File: src/core/cwc_pkg.sv
// Constants, register map and state layout of the counter window compare unit
// Assumes a 32-bit AXI4-Lite master and a pulse counter on the same clock
package cwc_pkg;
	localparam int unsigned CWC_CHANNELS   = 7;
	localparam int unsigned CWC_ADDR_W     = 8;
	localparam logic [7:0]  CWC_OFF_CTRL   = 8'h00;
	localparam logic [7:0]  CWC_OFF_LOW    = 8'h04;
	localparam logic [7:0]  CWC_OFF_HIGH   = 8'h08;
	localparam logic [7:0]  CWC_OFF_SET    = 8'h0c;
	localparam logic [7:0]  CWC_OFF_STATUS = 8'h10;
	localparam logic [7:0]  CWC_OFF_ISTAT  = 8'h14;
	localparam logic [7:0]  CWC_OFF_IMASK  = 8'h18;
	localparam logic [7:0]  CWC_OFF_COUNT  = 8'h1c;
	localparam int unsigned CWC_CTRL_EN    = 0;
	localparam int unsigned CWC_CTRL_PERM  = 1;
	localparam int unsigned CWC_CTRL_INTEN = 2;
	localparam int unsigned CWC_CTRL_SEL   = 4;
	localparam int unsigned CWC_ST_STATUS  = 0;
	localparam int unsigned CWC_ST_VALID   = 1;
	localparam int unsigned CWC_ST_HIT     = 2;
	localparam int unsigned CWC_ST_ERR     = 3;
	localparam int unsigned CWC_ST_CODE    = 16;
	localparam int unsigned CWC_IRQ_MATCH  = 0;
	localparam int unsigned CWC_IRQ_WIN    = 1;
	localparam logic [31:0] CWC_LOW_RST    = 32'h0000_0000;
	localparam logic [31:0] CWC_HIGH_RST   = 32'h0000_0000;
	localparam logic [31:0] CWC_SET_RST    = 32'h0000_0000;
	localparam logic [1:0]  CWC_MASK_RST   = 2'h0;
	localparam logic [15:0] CWC_ERR_CODE   = 16'h0000;
	localparam logic [1:0]  CWC_RESP_OKAY  = 2'h0;
	localparam logic [1:0]  CWC_RESP_SLV   = 2'h2;

	typedef struct packed {
		logic        aw_ready;
		logic        w_ready;
		logic        aw_got;
		logic        w_got;
		logic [7:0]  aw_addr;
		logic [31:0] w_data;
		logic [3:0]  w_strb;
		logic        b_valid;
		logic [1:0]  b_resp;
		logic        ar_ready;
		logic        r_valid;
		logic [1:0]  r_resp;
		logic [31:0] r_data;
		logic        enable;
		logic        permit;
		logic        int_en;
		logic        int_en_prev;
		logic        armed;
		logic [2:0]  sel;
		logic [31:0] low;
		logic [31:0] high;
		logic [31:0] set_val;
		logic [31:0] prev_count;
		logic [1:0]  ist;
		logic [1:0]  mask;
		logic        status;
		logic        valid;
		logic        hit;
		logic [6:0]  line;
		logic        err;
		logic [15:0] err_code;
		logic        irq;
	} cwc_state_t;
endpackage

File: src/core/cwc_window_compare.sv
// Counter window compare unit with AXI4-Lite register slave and interrupt
// Assumes counter_value comes from counter logic clocked by ref_clk
//
// Design decisions made here: register access over AXI4-Lite and the address map.
`timescale 1ns/1ns

// How it works
// - Seven channels; channel n drives output line n.
// - Status and valid rise one cycle after enable rises.
// - Status and valid fall one cycle after enable falls.
// - Valid plus permit plus condition sets hit flag and line; both clear automatically.
// - Condition holds while the count lies within low and high bounds inclusive.
// - Window is checked in hardware every clock, not by software polling.
// - Once armed by an interrupt enable rise, each arrival at set value sets match status; irq rises only if its mask bit is set.
module cwc_window_compare
	import cwc_pkg::*;
(
	input  wire logic                  ref_clk,
	input  wire logic                  rst_b,
	input  wire logic [CWC_ADDR_W-1:0] s_axi_awaddr,
	input  wire logic                  s_axi_awvalid,
	output logic                       s_axi_awready,
	input  wire logic [31:0]           s_axi_wdata,
	input  wire logic [3:0]            s_axi_wstrb,
	input  wire logic                  s_axi_wvalid,
	output logic                       s_axi_wready,
	output logic [1:0]                 s_axi_bresp,
	output logic                       s_axi_bvalid,
	input  wire logic                  s_axi_bready,
	input  wire logic [CWC_ADDR_W-1:0] s_axi_araddr,
	input  wire logic                  s_axi_arvalid,
	output logic                       s_axi_arready,
	output logic [31:0]                s_axi_rdata,
	output logic [1:0]                 s_axi_rresp,
	output logic                       s_axi_rvalid,
	input  wire logic                  s_axi_rready,
	input  wire logic [6:0][31:0]      counter_value,
	output logic [6:0]                 compare_output_line,
	output logic                       window_hit,
	output logic                       status,
	output logic                       valid,
	output logic                       error_flag,
	output logic [15:0]                error_code,
	output logic                       irq
);

	function automatic logic [31:0] merge_bytes(input logic [31:0] old_v, input logic [31:0] new_v,
		input logic [3:0] strb);
		logic [31:0] r;
		r = old_v;
		for (int i = 0; i < 4; i++)
		begin
			if (strb[i])
				r[i*8 +: 8] = new_v[i*8 +: 8];
		end
		return r;
	endfunction

	cwc_state_t         s_q;
	cwc_state_t         s_d;
	logic               sel_ok;
	logic signed [31:0] cur;
	logic               in_win;
	logic               hit_cond;
	logic               evt_match;
	logic [1:0]         events;
	logic [1:0]         rd_clr;
	logic [31:0]        ctrl_word;
	logic [31:0]        mask_word;

	always_comb
	begin
		s_d = s_q;
		rd_clr = 2'h0;
		mask_word = 32'h0;
		sel_ok = (s_q.sel < 3'(CWC_CHANNELS));
		cur = sel_ok ? counter_value[s_q.sel] : 32'sh0;
		// Signed compare so a negative count never falls into a positive window
		in_win = sel_ok && (cur >= $signed(s_q.low)) && (cur <= $signed(s_q.high));
		hit_cond = s_q.valid && s_q.permit && in_win;
		ctrl_word = 32'h0;
		ctrl_word[CWC_CTRL_EN] = s_q.enable;
		ctrl_word[CWC_CTRL_PERM] = s_q.permit;
		ctrl_word[CWC_CTRL_INTEN] = s_q.int_en;
		ctrl_word[CWC_CTRL_SEL +: 3] = s_q.sel;

		// Status and valid follow enable by one cycle
		s_d.status = s_q.enable;
		s_d.valid = s_q.enable;
		s_d.hit = hit_cond;
		s_d.line = 7'h00;
		if (hit_cond)
			s_d.line[s_q.sel] = 1'b1;
		s_d.err = 1'b0;
		s_d.err_code = CWC_ERR_CODE;

		// Arming needs a rising edge of the interrupt function enable
		s_d.int_en_prev = s_q.int_en;
		if (!s_q.int_en)
			s_d.armed = 1'b0;
		else if (!s_q.int_en_prev)
			s_d.armed = 1'b1;
		s_d.prev_count = cur;
		// Edge on equality so a count that rests at the set value fires once
		evt_match = s_q.armed && (cur == $signed(s_q.set_val)) && (s_q.prev_count != s_q.set_val);
		events = 2'h0;
		events[CWC_IRQ_MATCH] = evt_match;
		events[CWC_IRQ_WIN] = hit_cond && !s_q.hit;

		// Write channel
		if (s_axi_awvalid && s_q.aw_ready)
		begin
			s_d.aw_got = 1'b1;
			s_d.aw_addr = s_axi_awaddr;
		end
		if (s_axi_wvalid && s_q.w_ready)
		begin
			s_d.w_got = 1'b1;
			s_d.w_data = s_axi_wdata;
			s_d.w_strb = s_axi_wstrb;
		end
		if (s_q.b_valid && s_axi_bready)
			s_d.b_valid = 1'b0;
		if (s_d.aw_got && s_d.w_got && !s_q.b_valid)
		begin
			s_d.aw_got = 1'b0;
			s_d.w_got = 1'b0;
			s_d.b_valid = 1'b1;
			s_d.b_resp = CWC_RESP_OKAY;
			case (s_d.aw_addr)
				CWC_OFF_CTRL:
				begin
					ctrl_word = merge_bytes(ctrl_word, s_d.w_data, s_d.w_strb);
					s_d.enable = ctrl_word[CWC_CTRL_EN];
					s_d.permit = ctrl_word[CWC_CTRL_PERM];
					s_d.int_en = ctrl_word[CWC_CTRL_INTEN];
					s_d.sel = ctrl_word[CWC_CTRL_SEL +: 3];
				end
				CWC_OFF_LOW:    s_d.low = merge_bytes(s_q.low, s_d.w_data, s_d.w_strb);
				CWC_OFF_HIGH:   s_d.high = merge_bytes(s_q.high, s_d.w_data, s_d.w_strb);
				CWC_OFF_SET:    s_d.set_val = merge_bytes(s_q.set_val, s_d.w_data, s_d.w_strb);
				CWC_OFF_IMASK:
				begin
					mask_word = merge_bytes({30'h0, s_q.mask}, s_d.w_data, s_d.w_strb);
					s_d.mask = mask_word[1:0];
				end
				CWC_OFF_STATUS, CWC_OFF_ISTAT, CWC_OFF_COUNT:
					s_d.b_resp = CWC_RESP_OKAY;
				default:        s_d.b_resp = CWC_RESP_SLV;
			endcase
		end
		s_d.aw_ready = !s_d.aw_got && !s_d.b_valid;
		s_d.w_ready = !s_d.w_got && !s_d.b_valid;

		// Read channel
		if (s_q.r_valid && s_axi_rready)
			s_d.r_valid = 1'b0;
		if (s_axi_arvalid && s_q.ar_ready)
		begin
			s_d.r_valid = 1'b1;
			s_d.r_resp = CWC_RESP_OKAY;
			s_d.r_data = 32'h0;
			case (s_axi_araddr)
				CWC_OFF_CTRL:   s_d.r_data = ctrl_word;
				CWC_OFF_LOW:    s_d.r_data = s_q.low;
				CWC_OFF_HIGH:   s_d.r_data = s_q.high;
				CWC_OFF_SET:    s_d.r_data = s_q.set_val;
				CWC_OFF_STATUS:
				begin
					s_d.r_data[CWC_ST_STATUS] = s_q.status;
					s_d.r_data[CWC_ST_VALID] = s_q.valid;
					s_d.r_data[CWC_ST_HIT] = s_q.hit;
					s_d.r_data[CWC_ST_ERR] = s_q.err;
					s_d.r_data[CWC_ST_CODE +: 16] = s_q.err_code;
				end
				CWC_OFF_ISTAT:
				begin
					s_d.r_data[1:0] = s_q.ist;
					rd_clr = s_q.ist;
				end
				CWC_OFF_IMASK:  s_d.r_data[1:0] = s_q.mask;
				CWC_OFF_COUNT:  s_d.r_data = cur;
				default:        s_d.r_resp = CWC_RESP_SLV;
			endcase
		end
		s_d.ar_ready = !s_d.r_valid;

		// Read clears only what was returned; a new event in the same cycle survives
		s_d.ist = (s_q.ist & ~rd_clr) | events;
		s_d.irq = |(s_d.ist & s_d.mask);
	end

	always_ff @(posedge ref_clk or negedge rst_b)
	begin
		if (!rst_b)
		begin
			s_q <= '0;
			s_q.low <= CWC_LOW_RST;
			s_q.high <= CWC_HIGH_RST;
			s_q.set_val <= CWC_SET_RST;
			s_q.mask <= CWC_MASK_RST;
			s_q.err_code <= CWC_ERR_CODE;
		end
		else
			s_q <= s_d;
	end

	assign s_axi_awready = s_q.aw_ready;
	assign s_axi_wready = s_q.w_ready;
	assign s_axi_bvalid = s_q.b_valid;
	assign s_axi_bresp = s_q.b_resp;
	assign s_axi_arready = s_q.ar_ready;
	assign s_axi_rvalid = s_q.r_valid;
	assign s_axi_rdata = s_q.r_data;
	assign s_axi_rresp = s_q.r_resp;
	assign compare_output_line = s_q.line;
	assign window_hit = s_q.hit;
	assign status = s_q.status;
	assign valid = s_q.valid;
	assign error_flag = s_q.err;
	assign error_code = s_q.err_code;
	assign irq = s_q.irq;
endmodule

File: config.mk
export PLATFORM = sky130hd
export DESIGN_NAME = cwc_window_compare
export DESIGN_NICKNAME = d
export VERILOG_FILES = /design/src/core/cwc_pkg.sv /design/src/core/cwc_window_compare.sv
export SDC_FILE = /design/constraint.sdc
export NUM_CORES = 1
export LEC_CHECK = 0
export ABC_AREA = 1
export BUFFER_PORTS_ARGS = -buffer_cell sky130_fd_sc_hd__buf_2
export CAP_MARGIN = 40
export CELL_PAD_IN_SITES_DETAIL_PLACEMENT = 0
export CELL_PAD_IN_SITES_GLOBAL_PLACEMENT = 1
export CORE_ASPECT_RATIO = 0.7
export CORE_UTILIZATION = 35
export DETAILED_ROUTE_END_ITERATION = 7
export PLACE_DENSITY_LB_ADDON = 0.1
export SETUP_SLACK_MARGIN = 0.4
export SYNTH_ARGS = -nofsm -noshare
export SYNTH_HDL_FRONTEND = slang
export SYNTH_SLANG_ARGS = --single-unit
File: constraint.sdc
create_clock -name ref_clk -period 2.6 [get_ports ref_clk]
set_input_delay 0.52 -clock ref_clk [delete_from_list [all_inputs] [get_ports ref_clk]]
set_output_delay 0.52 -clock ref_clk [all_outputs]
set_load 0.03 [all_outputs]
Yosys cells after proc, flatten, opt, wreduce, memory -nomap -nowiden
Index checks and enable logic that the tools add are counted.

word-level totals
  register bits after elaboration = 237
  latch bits = 0
  RAM bits = 0
  bits in read-only memories = 0
  input bits = 283
  output and inout bits = 69
  logic and storage cells = 139
  memories kept = 0

operators by class
  $add $sub $neg = 0
  multipliers = 0
  div/mod/pow operators = 0
  order comparisons = 5
  equality and inequality tests = 17
  shift operators = 0
  mux-type cells = 34
  bitwise operators = 4
  reductions and logical operators = 41

operator list
  operator            count
  $mux 32             4
  $bmux 32 s3         1
  $pmux 16 s5         1
  $eq 8x5->1 const B  8
  $pmux 12 s5         1
  $mux 8              5
  $mux 36             1
  $reduce_and 3->1    12
  $mux 35             1
  $eq 32x32->1        1
  $eq 8x4->1 const B  4
  $ge 32x32->1        1
  $le 32x32->1        1
  $ne 32x32->1        1
  $logic_and 1x1->1   17
  $eq 8x3->1 const B  2
  $logic_not 8->1     2
  $mux 2              8
  $pmux 2 s8          1
  $reduce_or 8->1     2
  $pmux 2 s6          1
  $mux 1              7
  $mux 7              1
  $logic_not 1->1     6
  other kinds (11)    12

Longest topological paths before layout
  depth in word-level cells = 11
  depth in mapped cells = 28
  gate-level depth less buffers = 26

Least setup slack after synthesis
Ideal clock, no wire load.

  kind = reg2reg
  from = register s_q[161] (netlist name)
  to = register s_q (netlist bit compare_output_line[0])
  data arrival time = 2386 ps
  required time = 2474 ps
  setup slack = 88 ps
  stages on the path, launching flop included = 18
  period minus slack after synthesis = 2512 ps
  cells stage by stage = dfrtp_1 -> buf_2 -> inv_2 -> clkbuf_1 -> a21oi_1 -> o21ai_0 -> nand2_1 -> ha_1 -> a21oi_1 -> nor2_1 -> nor3_1 -> nand2_1 -> a21oi_1 -> nand2_1 -> nand2_1 -> nand3_1 -> nand3_1 -> nor2_1

RTL lines
  element          RTL line                  text
  start, declared  cwc_window_compare.sv:59  cwc_state_t s_q;

==> flow_summary_export.csv <==
group,metric,value,unit
floorplan,vertical_die_dimension,175,um
flow_run,maxCapViolations,0,
placement,place_worst_setup_slack,-0.625,ns
worst_setup_path,endpoint_kind_of_the_worst_setup_timing_path,"flip-flop",
yosys,synth_async_sr_flop_share,100,%
power_and_ir_drop,clkPwrFrac,13.9,%
placement,buffer_ports.inserted,332,
worst_setup_path,path_max_fanout,12,
finish,drive_gt1_share,37.3,%
route,detail_route.first_pass.iterations,5,
placement,globalplace.congestion,0.911,
finish,fin_nets,2957,
route,wl_met3,2530,um
finish,syn2layout_area_growth,42.5,%
yosys,postSynthCellCount,2123,
yosys,synth-edff-count,0,
power_and_ir_drop,comb_power_share,65.1,%
worst_setup_path,rr_worst_depth,17,
yosys,synth_ff_type,"sky130_fd_sc_hd__dfrtp_1",
finish,filler_cell_count,4231,
floorplan,fp.coreArea,42300,sq um
yosys,synth.most_common_cell,"sky130_fd_sc_hd__nand2_1",
placement,dp.final_hpwl,47300,um
clock_tree,clk_pin_slew_worst_paths,0.07,ns
yosys,synthesis_warnings,0,
hold_path,whs_path_depth,3,
placement,place_area,18300,sq um
yosys,synth_largest_area_cell,"sky130_fd_sc_hd__dfrtp_1",
worst_setup_path,timing.critical_path.from_type,"flip-flop",
worst_setup_path,required,3.04,ns
worst_setup_path,critPathArrivalTime,3.42,ns
route,routed_wl,62200,um
yosys,synth.distinct_cells,48,
floorplan,die_width,249,um
clock_tree,cts_tree,"yes",
global_routing,first_global_vias,15600,
yosys,synth_area_per_cell,7.07,sq um
global_routing,grt_remaining_overflow,0,
timing,fin_tns_setup,-3.37,ns
finish,multiInputGateArea,9020,sq um
worst_setup_path,critical_setup_path_kind,"reg -> reg",
finish,layout.area.seq,5880,sq um
worst_setup_path,critical-path-max-stage-delay,0.51,ns
power_and_ir_drop,design_power_total,25.4,mW
hold_path,hold-path-endpoint,"s_q[246]",
timing,slew_violations,0,
power_and_ir_drop,seq_power_share,21.0,%
worst_setup_path,cp_cell_sequence,"inv_8 > bufbuf_16 > nand2_1 > a21oi_1 > o21ai_2 > nand2_2 > ha_1 > nand2_1 > nor2_2 > nand4_1 > nor2_2 > nand2_1 > nand3_1 > nand3_2 > nand4_1 > nand2_1 > buf_4",
finish,num_antenna_cells,0,
floorplan,floorplan.io_pins,352,
clock_tree,cts-root-to-sink-buffers,3,
route,postRouteAntennaNets,0,
clock_tree,clock_tree.root_cell,"sky130_fd_sc_hd__clkbuf_16",
power_and_ir_drop,internal_power,13.8,mW
power_and_ir_drop,netSwitchingFraction,45.5,%
outcome,run_status,"finished with violations",
floorplan,fp-row-count,63,
route,drc_errors,0,
timing,worstMarginPinSlew,0.637,ns
route,avgViaCountPerCell,4.95,
floorplan,design.die.area,43700,sq um
timing,max-slew-margin-rel,57.1,%
global_routing,maximum_number_of_pins_on_one_net_before_global_route_repair,69,
route,routedWlPerCell,19.5,um
clock_tree,ctsHtreeMaxLevel,1,
power_and_ir_drop,total_switching_power,11.5,mW
timing,max_clk_rate,335,MHz
timing,setup_viol_count_final,10,
clock_tree,total_cts_buffers,25,
yosys,synth_largest_type_area_fraction,39.2,%
worst_setup_path,critical_path.reg2reg.endpoint,"s_q[31]",
route,detail_route.iter0.violations,1083,
timing,worst_clock_skew,0.0183,ns
power_and_ir_drop,worst_vdd_ir,0.623,mV
hold_path,holdCritStartpoint,"s_axi_awaddr[3]",
timing,hold_ws,0.187,ns
clock_tree,clock-sinks,235,
global_routing,antenna_found_initial,0,
timing,postLayoutSetupSlackWorst,-0.381,ns
outcome,violations,"setup timing",
yosys,synth_seq_cells,235,
yosys,yosysSeqAreaShare,39.2,%
clock_tree,clk_latency,0.56,ns
route,route.met2.wl,29000,um
power_and_ir_drop,leakagePower,10.9,nW
worst_setup_path,critical_path.reg2reg.startpoint,"s_q[160]",
route,wirelength_met1,29600,um
global_routing,wire_length_of_the_first_global_routing_pass,92900,um
finish,layout_cell_area_excl_fill,21400,sq um
timing,rsz0062_at_grt,"true",
yosys,synth_commonest_cells,"807 x sky130_fd_sc_hd__nand2_1, 235 x sky130_fd_sc_hd__dfrtp_1, 225 x sky130_fd_sc_hd__inv_1, 189 x sky130_fd_sc_hd__o21ai_0, 102 x sky130_fd_sc_hd__nor2_1",
timing,timing_hold_violations_final,0,
worst_setup_path,timing.reg2reg.setup_slack,-0.38,ns
timing,layout_worst_path_cycle_share,115,%
yosys,mappedNetlistArea,15000,sq um
global_routing,grtUsageTotal,27.7,%
floorplan,start_util,35.4,%
timing,shortest_clock_period_the_worst_path_allows_after_layout,2.98,ns
power_and_ir_drop,pwr_density_cell,1190,nW/um^2
hold_path,worst_hold_path_type,"in -> reg",
route,num_vias,15700,
route,top_signal_layer_used,"met4",
worst_setup_path,cp_slowest_cell,"sky130_fd_sc_hd__dfrtp_2",
yosys,yosys-top-cells-area,"sky130_fd_sc_hd__dfrtp_1 39%, sky130_fd_sc_hd__nand2_1 20%, sky130_fd_sc_hd__o21ai_0 6.3%",
worst_setup_path,timing.critical_path.mode_cell,"sky130_fd_sc_hd__nand2_1",
-- how the worst max path moves through the flow --
stage / start / endpoint / slack [ns] / cells past startpoint
2_1_floorplan: s_q[160] / irq / 0.20 / 21
3_3_place_gp: s_q[161] / compare_output_line[0] / -0.55 / 17
3_5_place_dp: s_q[161] / compare_output_line[1] / -0.62 / 17
4_1_cts: s_q[160] / irq / -0.32 / 19
5_1_grt: s_q[160] / irq / -0.54 / 19
6_report: s_q[160] / s_q[31] / -0.38 / 17
-- power groups by stage --
| stage | registers [mW] | clock network [mW] | logic, mW |
|---|---|---|---|
| 6_report | 5.33 | 3.54 | 16.5 |
| 2_1_floorplan | 5.22 | 0 | 7.28 |
| 3_5_place_dp | 5.35 | 0 | 12.5 |
| 5_1_grt | 5.44 | 3.76 | 18.1 |
| 4_1_cts | 5.30 | 3.62 | 14.6 |
| 3_3_place_gp | 5.31 | 0 | 12.4 |
-- repair_timing --
item | 4_1_cts | 5_1_grt
hold endpoints to repair | 40 | 0
cloned | 5 | 3
buffers inserted | 32 | 22
hold buffers | 1 | 0
setup endpoints to repair | 45 | 95
gates resized for setup | 216 | 223
pin swaps | 49 | 74
-- cells in the final DEF, fill, tap and decap left out, types with 8 or more instances in the layout --
master                      count
sky130_fd_sc_hd__nor3_2         9
sky130_fd_sc_hd__inv_1        217
sky130_fd_sc_hd__nand2_1      675
sky130_fd_sc_hd__buf_4        182
sky130_fd_sc_hd__inv_2          8
sky130_fd_sc_hd__a21oi_1       59
sky130_fd_sc_hd__nor2_4        11
sky130_fd_sc_hd__dfrtp_1      232
sky130_fd_sc_hd__conb_1        19
sky130_fd_sc_hd__xnor2_1       20
sky130_fd_sc_hd__o21ai_0      136
sky130_fd_sc_hd__o21ai_1       36
sky130_fd_sc_hd__buf_2        331
sky130_fd_sc_hd__nand2_2      105
sky130_fd_sc_hd__nor2_1        72
sky130_fd_sc_hd__nand2_4       32
sky130_fd_sc_hd__or2_2         37
sky130_fd_sc_hd__a21oi_2       27
sky130_fd_sc_hd__buf_12        25
sky130_fd_sc_hd__clkbuf_16     27
sky130_fd_sc_hd__buf_6         31
sky130_fd_sc_hd__ha_4          25
sky130_fd_sc_hd__a221oi_4       8
sky130_fd_sc_hd__o21ai_2       24
sky130_fd_sc_hd__nand4_1       19
sky130_fd_sc_hd__o22ai_1       29
sky130_fd_sc_hd__nand3_2       10
sky130_fd_sc_hd__ha_1          39
sky130_fd_sc_hd__nand3_1       55
sky130_fd_sc_hd__nor2_2        21
sky130_fd_sc_hd__nor3_1        10
-- stage by stage --
step	std cells	utilization (%)
floorplan	2141	-
global placement	3072	43.3
detailed placement	3072	43.3
CTS	3155	48.0
global route	3180	50.5
finish	3180	50.5
-- worst max-delay path, delay by kind of cell (launching register included) --
kind	cells	cell delay, ns
AO/OA/AOI/OAI	2	0.27
adder cells (fa/ha/maj)	1	0.29
buffers and inverters	3	0.52
flip-flops	1	0.51
AND/OR/NAND/NOR	11	1.30
-- per-layer routing --
layer | up-vias | track usage (%)
met5 | - | 0
met4 | 0 | 4.50
met3 | 62 | 3.10
met2 | 343 | 45.4
met1 | 7675 | 39.8
li1 | 7663 | -
-- layout make-up --
cell class / instances / share of cell area (%)
Multi-Input combinational cell: 1536 / 42.2
Sequential cell: 235 / 27.5
Timing Repair Buffer: 581 / 19.3
Inverter: 230 / 4.14
Clock buffer: 35 / 3.38
Tap cell: 552 / 3.23
Clock inverter: 10 / 0.298
Timing Repair inverter: 1 / 0.0175
-- sequential cells by signal, indices dropped and copies added, names as in the netlist --
name                 flops
s_axi_bvalid             1
compare_output_line      7
s_axi_rdata             32
irq                      1
window_hit               1
s_axi_bresp              1
s_axi_awready            1
s_axi_rresp              1
valid                    1
s_axi_arready            1
s_q                    184
s_d                      2
s_axi_wready             1
s_axi_rvalid             1
-- cell families (layout without fill, tap and decap cells) --
family                   Yosys count  count (layout)  synth area share (%)
AO/OA/AOI/OAI                    357             357                  13.1
buffers and inverters            371             857                  11.6
other                              1              19                0.0250
XOR/XNOR                          22              22                  1.28
AND/OR/NAND/NOR                 1073            1074                  29.5
flip-flops                       235             235                  39.2
adder cells (fa/ha/maj)           64              64                  5.34
Note: power is estimated with default switching activity, not from simulation.
